--- src/flash_ctrl_pkg.sv ---
// Constants, opcodes and state encoding for the erase and power-down sequencer
package flash_ctrl_pkg;
	// ----------------------------------------
	// Timing
	// ----------------------------------------
	localparam int CLK_MHZ          = 250;
	localparam int PUW_LOCKOUT_US   = 1000;
	localparam int PUW_LOCKOUT_CYC  = PUW_LOCKOUT_US * CLK_MHZ;
	localparam int PAGE_ERASE_CYC   = 2000;
	localparam int SECTOR_ERASE_CYC = 4000;
	localparam int SLEEP_ENTRY_CYC  = 750;
	localparam int WAKE_CYC         = 750;
	// ----------------------------------------
	// Frame decode
	// ----------------------------------------
	localparam logic [5:0] OPC_BITS    = 6'h08;
	localparam logic [5:0] ADDR_BITS   = 6'h20;
	localparam logic [5:0] BITS_SAT    = 6'h3F;
	localparam logic [3:0] PROT_SECTOR = 4'h0;
	localparam int         SECT_MSB    = 19;
	localparam int         SECT_LSB    = 16;
	localparam int         PAGE_LSB    = 8;
	localparam logic [7:0] OPC_WRITE_UNLOCK = 8'h06;
	localparam logic [7:0] OPC_PAGE_ERASE   = 8'hDB;
	localparam logic [7:0] OPC_SECTOR_ERASE = 8'hD8;
	localparam logic [7:0] OPC_DEEP_SLEEP   = 8'hB9;
	localparam logic [7:0] OPC_WAKE         = 8'hAB;
	typedef enum logic [2:0] {
		ST_IDLE  = 3'b000,
		ST_ERASE = 3'b001,
		ST_ENTER = 3'b010,
		ST_SLEEP = 3'b011,
		ST_WAKE  = 3'b100
	} state_t;
endpackage : flash_ctrl_pkg

--- src/delay_timer_if.sv ---
// Handshake between the sequencer and its delay timer
`timescale 1ns/100ps
interface delay_timer_if;
	logic        start;
	logic [31:0] load;
	logic        done;
	logic        run;
	modport ctrl  (output start, output load, input done, input run);
	modport timer (input start, input load, output done, output run);
endinterface : delay_timer_if

--- src/delay_timer.sv ---
// Down-counter timebase for the self-timed delays
`timescale 1ns/100ps
module delay_timer (
	input  wire logic     i_clk,
	input  wire logic     i_rst,
	input  wire logic     i_ce,
	delay_timer_if.timer  t
);
	logic [31:0] cnt;
	logic [31:0] next_cnt;
	logic        done;
	logic        next_done;

	always_comb begin
		next_cnt  = cnt;
		next_done = 1'b0;
		if (t.start) begin
			next_cnt = t.load;
		end else if (cnt != 32'h0) begin
			next_cnt = cnt - 32'h1;
			next_done = (cnt == 32'h1);
		end
	end

	always_ff @(posedge i_clk) begin
		if (i_rst) begin
			cnt  <= 32'h0;
			done <= 1'b0;
		end else if (i_ce) begin
			cnt  <= next_cnt;
			done <= next_done;
		end
	end

	assign t.done = done;
	assign t.run  = (cnt != 32'h0);
endmodule : delay_timer

--- src/flash_erase_seq.sv ---
// Serial flash erase, deep sleep and power-up lockout sequencer
`timescale 1ns/100ps
// Summary of operation
// - Erase commands accepted only with write_enable_latch set by write_unlock_cmd.
// - Page erase drives whole page to all ones.
// - Page erase is opcode plus three address bytes; any byte selects page.
// - Address bits 23 to 20 are ignored.
// - Erase runs only if select rises right after bit 32.
// - Select rise starts self-timed erase; busy_flag high until done.
// - write_enable_latch cleared before the erase ends.
// - Page erase in protected region is not executed.
// - Sector erase clears sector holding the supplied address.
// - Sector erase of a sector with protected pages is not executed.
// - Commands during a running cycle rejected, cycle undisturbed.
// - Deep sleep ignores all write and erase commands.
// - Select high with no cycle running means standby, not deep sleep.
// - deep_sleep_cmd is opcode only, runs if select rises after bit 8.
// - sleep_entry_delay elapses before deep sleep is entered.
// - Device always comes up in standby, never deep sleep.
// - Extra clocks on wake_from_sleep_cmd reject it.
// - Standby follows wake_delay; host keeps select high meanwhile.
// - Write and erase commands ignored during powerup_write_lockout.
// - Latch and busy flag start cleared.
module flash_erase_seq #(
	parameter int PAGE_ERASE_CYC   = flash_ctrl_pkg::PAGE_ERASE_CYC,
	parameter int SECTOR_ERASE_CYC = flash_ctrl_pkg::SECTOR_ERASE_CYC,
	parameter int SLEEP_ENTRY_CYC  = flash_ctrl_pkg::SLEEP_ENTRY_CYC,
	parameter int WAKE_CYC         = flash_ctrl_pkg::WAKE_CYC,
	parameter int LOCKOUT_CYC      = flash_ctrl_pkg::PUW_LOCKOUT_CYC
) (
	input  wire logic        I_CLK,
	input  wire logic        I_RST,
	input  wire logic        I_CE,
	input  wire logic        I_CS_N,
	input  wire logic        I_SCK,
	input  wire logic        I_MOSI,
	input  wire logic        I_WP_N,
	output logic             O_BUSY,
	output logic             O_WEL,
	output logic             O_STANDBY,
	output logic             O_DEEP_SLEEP,
	output logic             O_LOCKOUT,
	output logic             O_ERASE_STB,
	output logic             O_ERASE_SECTOR,
	output logic [19:0]      O_ERASE_ADDR
);
	// ----------------------------------------
	// Helpers
	// ----------------------------------------
	function automatic logic is_erase(input logic [7:0] op);
		return (op == flash_ctrl_pkg::OPC_PAGE_ERASE) ||
			(op == flash_ctrl_pkg::OPC_SECTOR_ERASE);
	endfunction : is_erase

	// ----------------------------------------
	// Pin synchronisers
	// ----------------------------------------
	logic cs_m, cs_s, cs_d;
	logic sck_m, sck_s, sck_d;
	logic mosi_m, mosi_s;
	logic wp_m, wp_s;

	always_ff @(posedge I_CLK) begin
		if (I_RST) begin
			cs_m   <= 1'b1;
			cs_s   <= 1'b1;
			cs_d   <= 1'b1;
			sck_m  <= 1'b0;
			sck_s  <= 1'b0;
			sck_d  <= 1'b0;
			mosi_m <= 1'b0;
			mosi_s <= 1'b0;
			wp_m   <= 1'b1;
			wp_s   <= 1'b1;
		end else if (I_CE) begin
			cs_m   <= I_CS_N;
			cs_s   <= cs_m;
			cs_d   <= cs_s;
			sck_m  <= I_SCK;
			sck_s  <= sck_m;
			sck_d  <= sck_s;
			mosi_m <= I_MOSI;
			mosi_s <= mosi_m;
			wp_m   <= I_WP_N;
			wp_s   <= wp_m;
		end
	end

	logic cs_rise;
	logic sck_rise;
	assign cs_rise  = cs_s & ~cs_d;
	assign sck_rise = sck_s & ~sck_d & ~cs_s;

	// ----------------------------------------
	// Serial shifter
	// ----------------------------------------
	logic [31:0] shreg, next_shreg;
	logic [5:0]  bit_cnt, next_bit_cnt;

	always_comb begin
		next_shreg   = shreg;
		next_bit_cnt = bit_cnt;
		if (cs_s) begin
			next_bit_cnt = 6'h00;
		end else if (sck_rise) begin
			next_shreg = {shreg[30:0], mosi_s};
			// Saturate so stray clocks never wrap back to a legal count
			if (bit_cnt != flash_ctrl_pkg::BITS_SAT)
				next_bit_cnt = bit_cnt + 6'h01;
		end
	end

	always_ff @(posedge I_CLK) begin
		if (I_RST) begin
			shreg   <= 32'h0;
			bit_cnt <= 6'h00;
		end else if (I_CE) begin
			shreg   <= next_shreg;
			bit_cnt <= next_bit_cnt;
		end
	end

	// ----------------------------------------
	// Frame decode at select release
	// ----------------------------------------
	logic        len8, len32, protected_hit, lockout;
	logic [7:0]  opc8, opc32;
	logic        do_unlock, do_erase, do_sleep, do_wake;
	flash_ctrl_pkg::state_t state, next_state;
	logic        write_enable_latch;

	assign len8  = (bit_cnt == flash_ctrl_pkg::OPC_BITS);
	assign len32 = (bit_cnt == flash_ctrl_pkg::ADDR_BITS);
	assign opc8  = shreg[7:0];
	assign opc32 = shreg[31:24];
	// Bottom sector guard also covers every page inside it
	assign protected_hit = ~wp_s &&
		(shreg[flash_ctrl_pkg::SECT_MSB:flash_ctrl_pkg::SECT_LSB] ==
		flash_ctrl_pkg::PROT_SECTOR);

	assign do_unlock = cs_rise && len8 && state == flash_ctrl_pkg::ST_IDLE &&
		opc8 == flash_ctrl_pkg::OPC_WRITE_UNLOCK && !lockout;
	assign do_erase = cs_rise && len32 && is_erase(opc32) && write_enable_latch && !lockout &&
		state == flash_ctrl_pkg::ST_IDLE && !protected_hit;
	assign do_sleep = cs_rise && len8 && opc8 == flash_ctrl_pkg::OPC_DEEP_SLEEP &&
		state == flash_ctrl_pkg::ST_IDLE;
	assign do_wake = cs_rise && len8 && opc8 == flash_ctrl_pkg::OPC_WAKE &&
		state == flash_ctrl_pkg::ST_SLEEP;

	// ----------------------------------------
	// Delay timer
	// ----------------------------------------
	delay_timer_if tmr ();

	delay_timer u_timer (
		.i_clk (I_CLK),
		.i_rst (I_RST),
		.i_ce  (I_CE),
		.t     (tmr.timer)
	);

	always_comb begin
		tmr.start = do_erase | do_sleep | do_wake;
		tmr.load  = 32'(WAKE_CYC);
		if (do_erase)
			tmr.load = (opc32 == flash_ctrl_pkg::OPC_SECTOR_ERASE) ?
				32'(SECTOR_ERASE_CYC) : 32'(PAGE_ERASE_CYC);
		else if (do_sleep)
			tmr.load = 32'(SLEEP_ENTRY_CYC);
	end

	// ----------------------------------------
	// Power-up lockout
	// ----------------------------------------
	logic [31:0] lock_cnt, next_lock_cnt;

	assign lockout = (lock_cnt != 32'h0);

	always_comb begin
		next_lock_cnt = lock_cnt;
		if (lockout)
			next_lock_cnt = lock_cnt - 32'h1;
	end

	always_ff @(posedge I_CLK) begin
		if (I_RST) begin
			lock_cnt  <= 32'(LOCKOUT_CYC);
			O_LOCKOUT <= 1'b1;
		end else if (I_CE) begin
			lock_cnt  <= next_lock_cnt;
			O_LOCKOUT <= (next_lock_cnt != 32'h0);
		end
	end

	// ----------------------------------------
	// Control state
	// ----------------------------------------
	logic        next_wel;
	logic        next_stb, next_sector;
	logic [19:0] next_addr;

	always_comb begin
		next_state  = state;
		next_wel    = write_enable_latch;
		next_stb    = 1'b0;
		next_sector = O_ERASE_SECTOR;
		next_addr   = O_ERASE_ADDR;
		if (do_unlock)
			next_wel = 1'b1;
		case (state)
			flash_ctrl_pkg::ST_IDLE: begin
				if (do_erase) begin
					next_state  = flash_ctrl_pkg::ST_ERASE;
					next_wel    = 1'b0;
					next_stb    = 1'b1;
					next_sector = (opc32 == flash_ctrl_pkg::OPC_SECTOR_ERASE);
					// Top nibble dropped; low byte kept, page selected above it
					next_addr   = shreg[19:0];
				end else if (do_sleep) begin
					next_state = flash_ctrl_pkg::ST_ENTER;
				end
			end
			flash_ctrl_pkg::ST_ERASE: begin
				// Select activity is ignored until the timer ends
				if (tmr.done)
					next_state = flash_ctrl_pkg::ST_IDLE;
			end
			flash_ctrl_pkg::ST_ENTER: begin
				if (tmr.done)
					next_state = flash_ctrl_pkg::ST_SLEEP;
			end
			flash_ctrl_pkg::ST_SLEEP: begin
				if (do_wake)
					next_state = flash_ctrl_pkg::ST_WAKE;
			end
			flash_ctrl_pkg::ST_WAKE: begin
				if (tmr.done)
					next_state = flash_ctrl_pkg::ST_IDLE;
			end
			default: next_state = flash_ctrl_pkg::ST_IDLE;
		endcase
	end

	always_ff @(posedge I_CLK) begin
		if (I_RST) begin
			state          <= flash_ctrl_pkg::ST_IDLE;
			write_enable_latch            <= 1'b0;
			O_WEL          <= 1'b0;
			O_BUSY         <= 1'b0;
			O_STANDBY      <= 1'b1;
			O_DEEP_SLEEP   <= 1'b0;
			O_ERASE_STB    <= 1'b0;
			O_ERASE_SECTOR <= 1'b0;
			O_ERASE_ADDR   <= 20'h00000;
		end else if (I_CE) begin
			state          <= next_state;
			write_enable_latch            <= next_wel;
			O_WEL          <= next_wel;
			O_BUSY         <= (next_state == flash_ctrl_pkg::ST_ERASE);
			O_STANDBY      <= (next_state == flash_ctrl_pkg::ST_IDLE) && cs_s;
			O_DEEP_SLEEP   <= (next_state == flash_ctrl_pkg::ST_SLEEP);
			O_ERASE_STB    <= next_stb;
			O_ERASE_SECTOR <= next_sector;
			O_ERASE_ADDR   <= next_addr;
		end
	end
endmodule : flash_erase_seq

--- config.mk ---
export PLATFORM = sky130hd
export DESIGN_NAME = flash_erase_seq
export DESIGN_NICKNAME = d
export VERILOG_FILES = /design/src/flash_ctrl_pkg.sv /design/src/delay_timer_if.sv /design/src/delay_timer.sv /design/src/flash_erase_seq.sv
export SDC_FILE = /design/constraint.sdc
export NUM_CORES = 1
export LEC_CHECK = 0
export ABC_CLOCK_PERIOD_IN_PS = 7100
export CAP_MARGIN = 20
export CORE_UTILIZATION = 55
export DETAILED_ROUTE_END_ITERATION = 8
export DONT_BUFFER_PORTS = 1
export GPL_TIMING_DRIVEN = 0
export PLACE_DENSITY_LB_ADDON = 0.25
export SYNTH_ARGS = -nofsm -noshare
export SYNTH_HDL_FRONTEND = slang
export SYNTH_SLANG_ARGS = --single-unit
--- constraint.sdc ---
create_clock -name I_CLK -period 7.1 [get_ports I_CLK]
set_clock_uncertainty 0.2 [all_clocks]
set_input_delay 1.775 -clock I_CLK [delete_from_list [all_inputs] [get_ports I_CLK]]
set_output_delay 1.775 -clock I_CLK [all_outputs]
set_load 0.005 [all_outputs]
==> reports/qor.yml <==
run_status: "completed"
power_switching_share_pct: 36.6
layout_setup_ws_ns: 3.40
grt_pass1_vias: 5771
drv.max_cap_violation_count: 0
regToRegStartpoint: "lock_cnt[2]"
yosys_most_used_dff: "dfxtp_1"
report.final.setup_viol: 0
numClockSinks: 143
dp_slack_ns: 3.01
cts_buffers: 17
detailroute.via_count: 6245
power_density_nw_per_um2: 367
design.portCount: 34
synth_enable_flop_cells: 0
synth_seq_cells: 143
initial_utilization_pct: 57.0
synth_top_area_share_pct: 41.5
vdd.ir_drop.worst_v: 0.000208
place_congestion: 0.906
clk_pin_slew_ns: 0.06
holdBufCountCts: 0
min-delay-start: "shreg[20]"
dieArea_um2: 13000
hold_path_class: "flop to flop"
tightest_slew_ns: 0.796
path_max_fanout: 10
r2r_cells: 8
layout_worst_path_cycle_share_pct: 52.1
cts_tree: "built"
cp-end-kind: "flop"
count_of_nets_after_finishing: 877
pwr-share-clk_pct: 31.1
detail_route.drc_violations: 0
synth_area_um2: 6900
initialDrtViolationCount: 498
grt_use_total_pct: 27.9
ys_types: 81
die_height_um: 114
switching_power_mw: 1.03
synthCells: 845
grt_overflow: 0
largest_net_degree_at_the_start_of_global_routing: 17
clock_path_buffers: 2
finalHoldViolations: 0
start_kind: "primary input"
layout-drive-gt1-share_pct: 8.55
setup.reg_to_reg.worst_slack_ns: 3.95
worstSkewPairLatency_ns: 0.42
crit-reg2reg-capture: "O_ERASE_ADDR[17]"
yosysSeqAreaShare_pct: 41.5
core_area_um2: 12100
place.detailed.instances: 1013
critical_path_required_ns: 7.19
cts_setup_buffers: 0
sum_neg_setup_slack_ns: 0
max_clock_freq_mhz: 270
ys_top_cells_by_count: "143 x dfxtp_1, 143 x nand2_1, 87 x nor2_1"
total_wirelength_of_the_detailed_routed_design_mm: 17.3
antenna_violating_nets_left: 0
worst_hold_end: "shreg[21]"
routed_wire_length_per_instance_um: 16.6
die_width_um: 114
insertedDiodeCount: 0
path_class: "primary input to flop"
drt_first_pass_iters: 5
max_slew_margin_pct: 46.5
grt_first_pass_wirelength_mm: 28.7
synthToLayoutAreaGrowth_pct: 11.5
cts_resized: 0
rows: 40
ctsRootBufferMaster: "clkbuf_16"
postLayoutCellArea_um2: 7690
final_critical_path_required_period_ns: 3.70
synth_fp_nets: 857
arrival_ns: 3.79
async_flop_share_pct: 0
power_mw: 2.82
leakage_nw: 2.63
share_comb_of_total_power_pct: 34.1
place.detailed.hpwl_mm: 12.2
place_area_um2: 7110
syn_area_per_cell_um2: 8.17
synth_area_leader: "dfxtp_1"
cts.htree.levels: 4
cellInternalPower_mw: 1.79
synth.area.top_cells: "dfxtp_1 41%, nand2_1 7.8%, a21oi_1 6.2%"
routed_via_density: 5.98
ys.warnings.count: 0
seq_power_share_pct: 34.9
timing.hold.worst_path_depth: 2
finish.cell_count_without_fillers: 1045
maxSlewViolCount: 0
grt_antenna_before_repair: 0
placement.io_buffers: 0
setup_repair_after_global_routing_missed_its_margin: "no"
layer usage:
metal  up-vias  wire, µm  global-route usage (%)
met4         0       357                    11.0
li1       3029         -                       -
met3        35      1040                    4.99
met1      2961      7830                    37.6
met2       220      8100                    44.2
met5         -         0                       0
area by class of cell:
cell class	count	area [µm²]
clock buffer	19	443
buffer	46	238
clock inverter	12	136
tap	168	210
fill	1075	4420
sequential	143	2860
multi-input combinational	639	3740
inverter	17	63.8
timing repair buffer	1	5.00
logic make-up (layout without fill, tap and decap cells):
logic type / after synthesis / after routing / share of synthesized area, %
fa+ha+maj: 5 / 5 / 0.907
buf+inv: 63 / 95 / 4.37
flops: 143 / 143 / 41.5
simple gates: 406 / 406 / 29.9
compound gates: 166 / 166 / 15.1
mux: 10 / 10 / 1.65
xor+xnor: 52 / 52 / 6.60
worst max-delay path by stage:
stage / start / to
global placement: I_CE / u_timer.cnt[8]
finish: I_CE / u_timer.cnt[8]
CTS: I_CE / u_timer.cnt[8]
floorplan: I_CE / state[2]
detailed placement: I_CE / u_timer.cnt[8]
global route: I_CE / u_timer.cnt[8]
per-stage QoR:
step	util (%)	hold WS, ns
after CTS	63.5	0.258
final	63.5	0.259
after global routing	63.5	0.283
after global placement	58.7	0.238
after floorplan	-	0.231
after detailed placement	58.7	0.248
worst max-delay path, stage by stage:
cell and delay (ns):
clkbuf_1 0.41, clkbuf_1 0.52, buf_1 0.56, nand2_1 0.24, a21oi_1 0.18, o32ai_1 0.09
flip-flops by register name, summed over array words and instances (netlist names), 3 cells and up:
| name | cells |
|---|---|
| lock_cnt | 32 |
| shreg | 32 |
| u_timer.cnt | 32 |
| O_ERASE_ADDR | 20 |
| bit_cnt | 6 |
| state | 3 |
power by group through the flow:
stage / registers [mW] / logic, mW / clock network, mW
3_3_place_gp: 0.989 / 0.910 / 0
3_5_place_dp: 0.997 / 0.932 / 0
2_1_floorplan: 0.976 / 0.764 / 0
4_1_cts: 0.981 / 0.945 / 0.881
6_report: 0.984 / 0.962 / 0.877
5_1_grt: 0.998 / 1.07 / 0.921
cells in the final DEF, fill, tap and decap left out, types with 4 or more instances in the layout:
| cell | n |
|---|---|
| dfxtp_1 | 143 |
| clkbuf_1 | 31 |
| inv_1 | 17 |
| a21oi_1 | 86 |
| a211oi_2 | 4 |
| nor3_1 | 28 |
| o21ai_0 | 24 |
| nand4_1 | 14 |
| nor2_1 | 87 |
| and2_1 | 5 |
| buf_2 | 5 |
| nand2b_1 | 5 |
| nor4b_1 | 4 |
| mux2i_1 | 8 |
| xor2_1 | 26 |
| ha_1 | 5 |
| o31ai_1 | 6 |
| nand3_1 | 28 |
| or3_1 | 15 |
| nand2_1 | 143 |
| and3_1 | 6 |
| xnor2_1 | 26 |
| clkbuf_16 | 17 |
| nand4b_1 | 5 |
| or4_1 | 12 |
| buf_6 | 4 |
| a211oi_1 | 9 |
| nor4_1 | 19 |
Note: power is estimated with default switching activity, not from simulation.
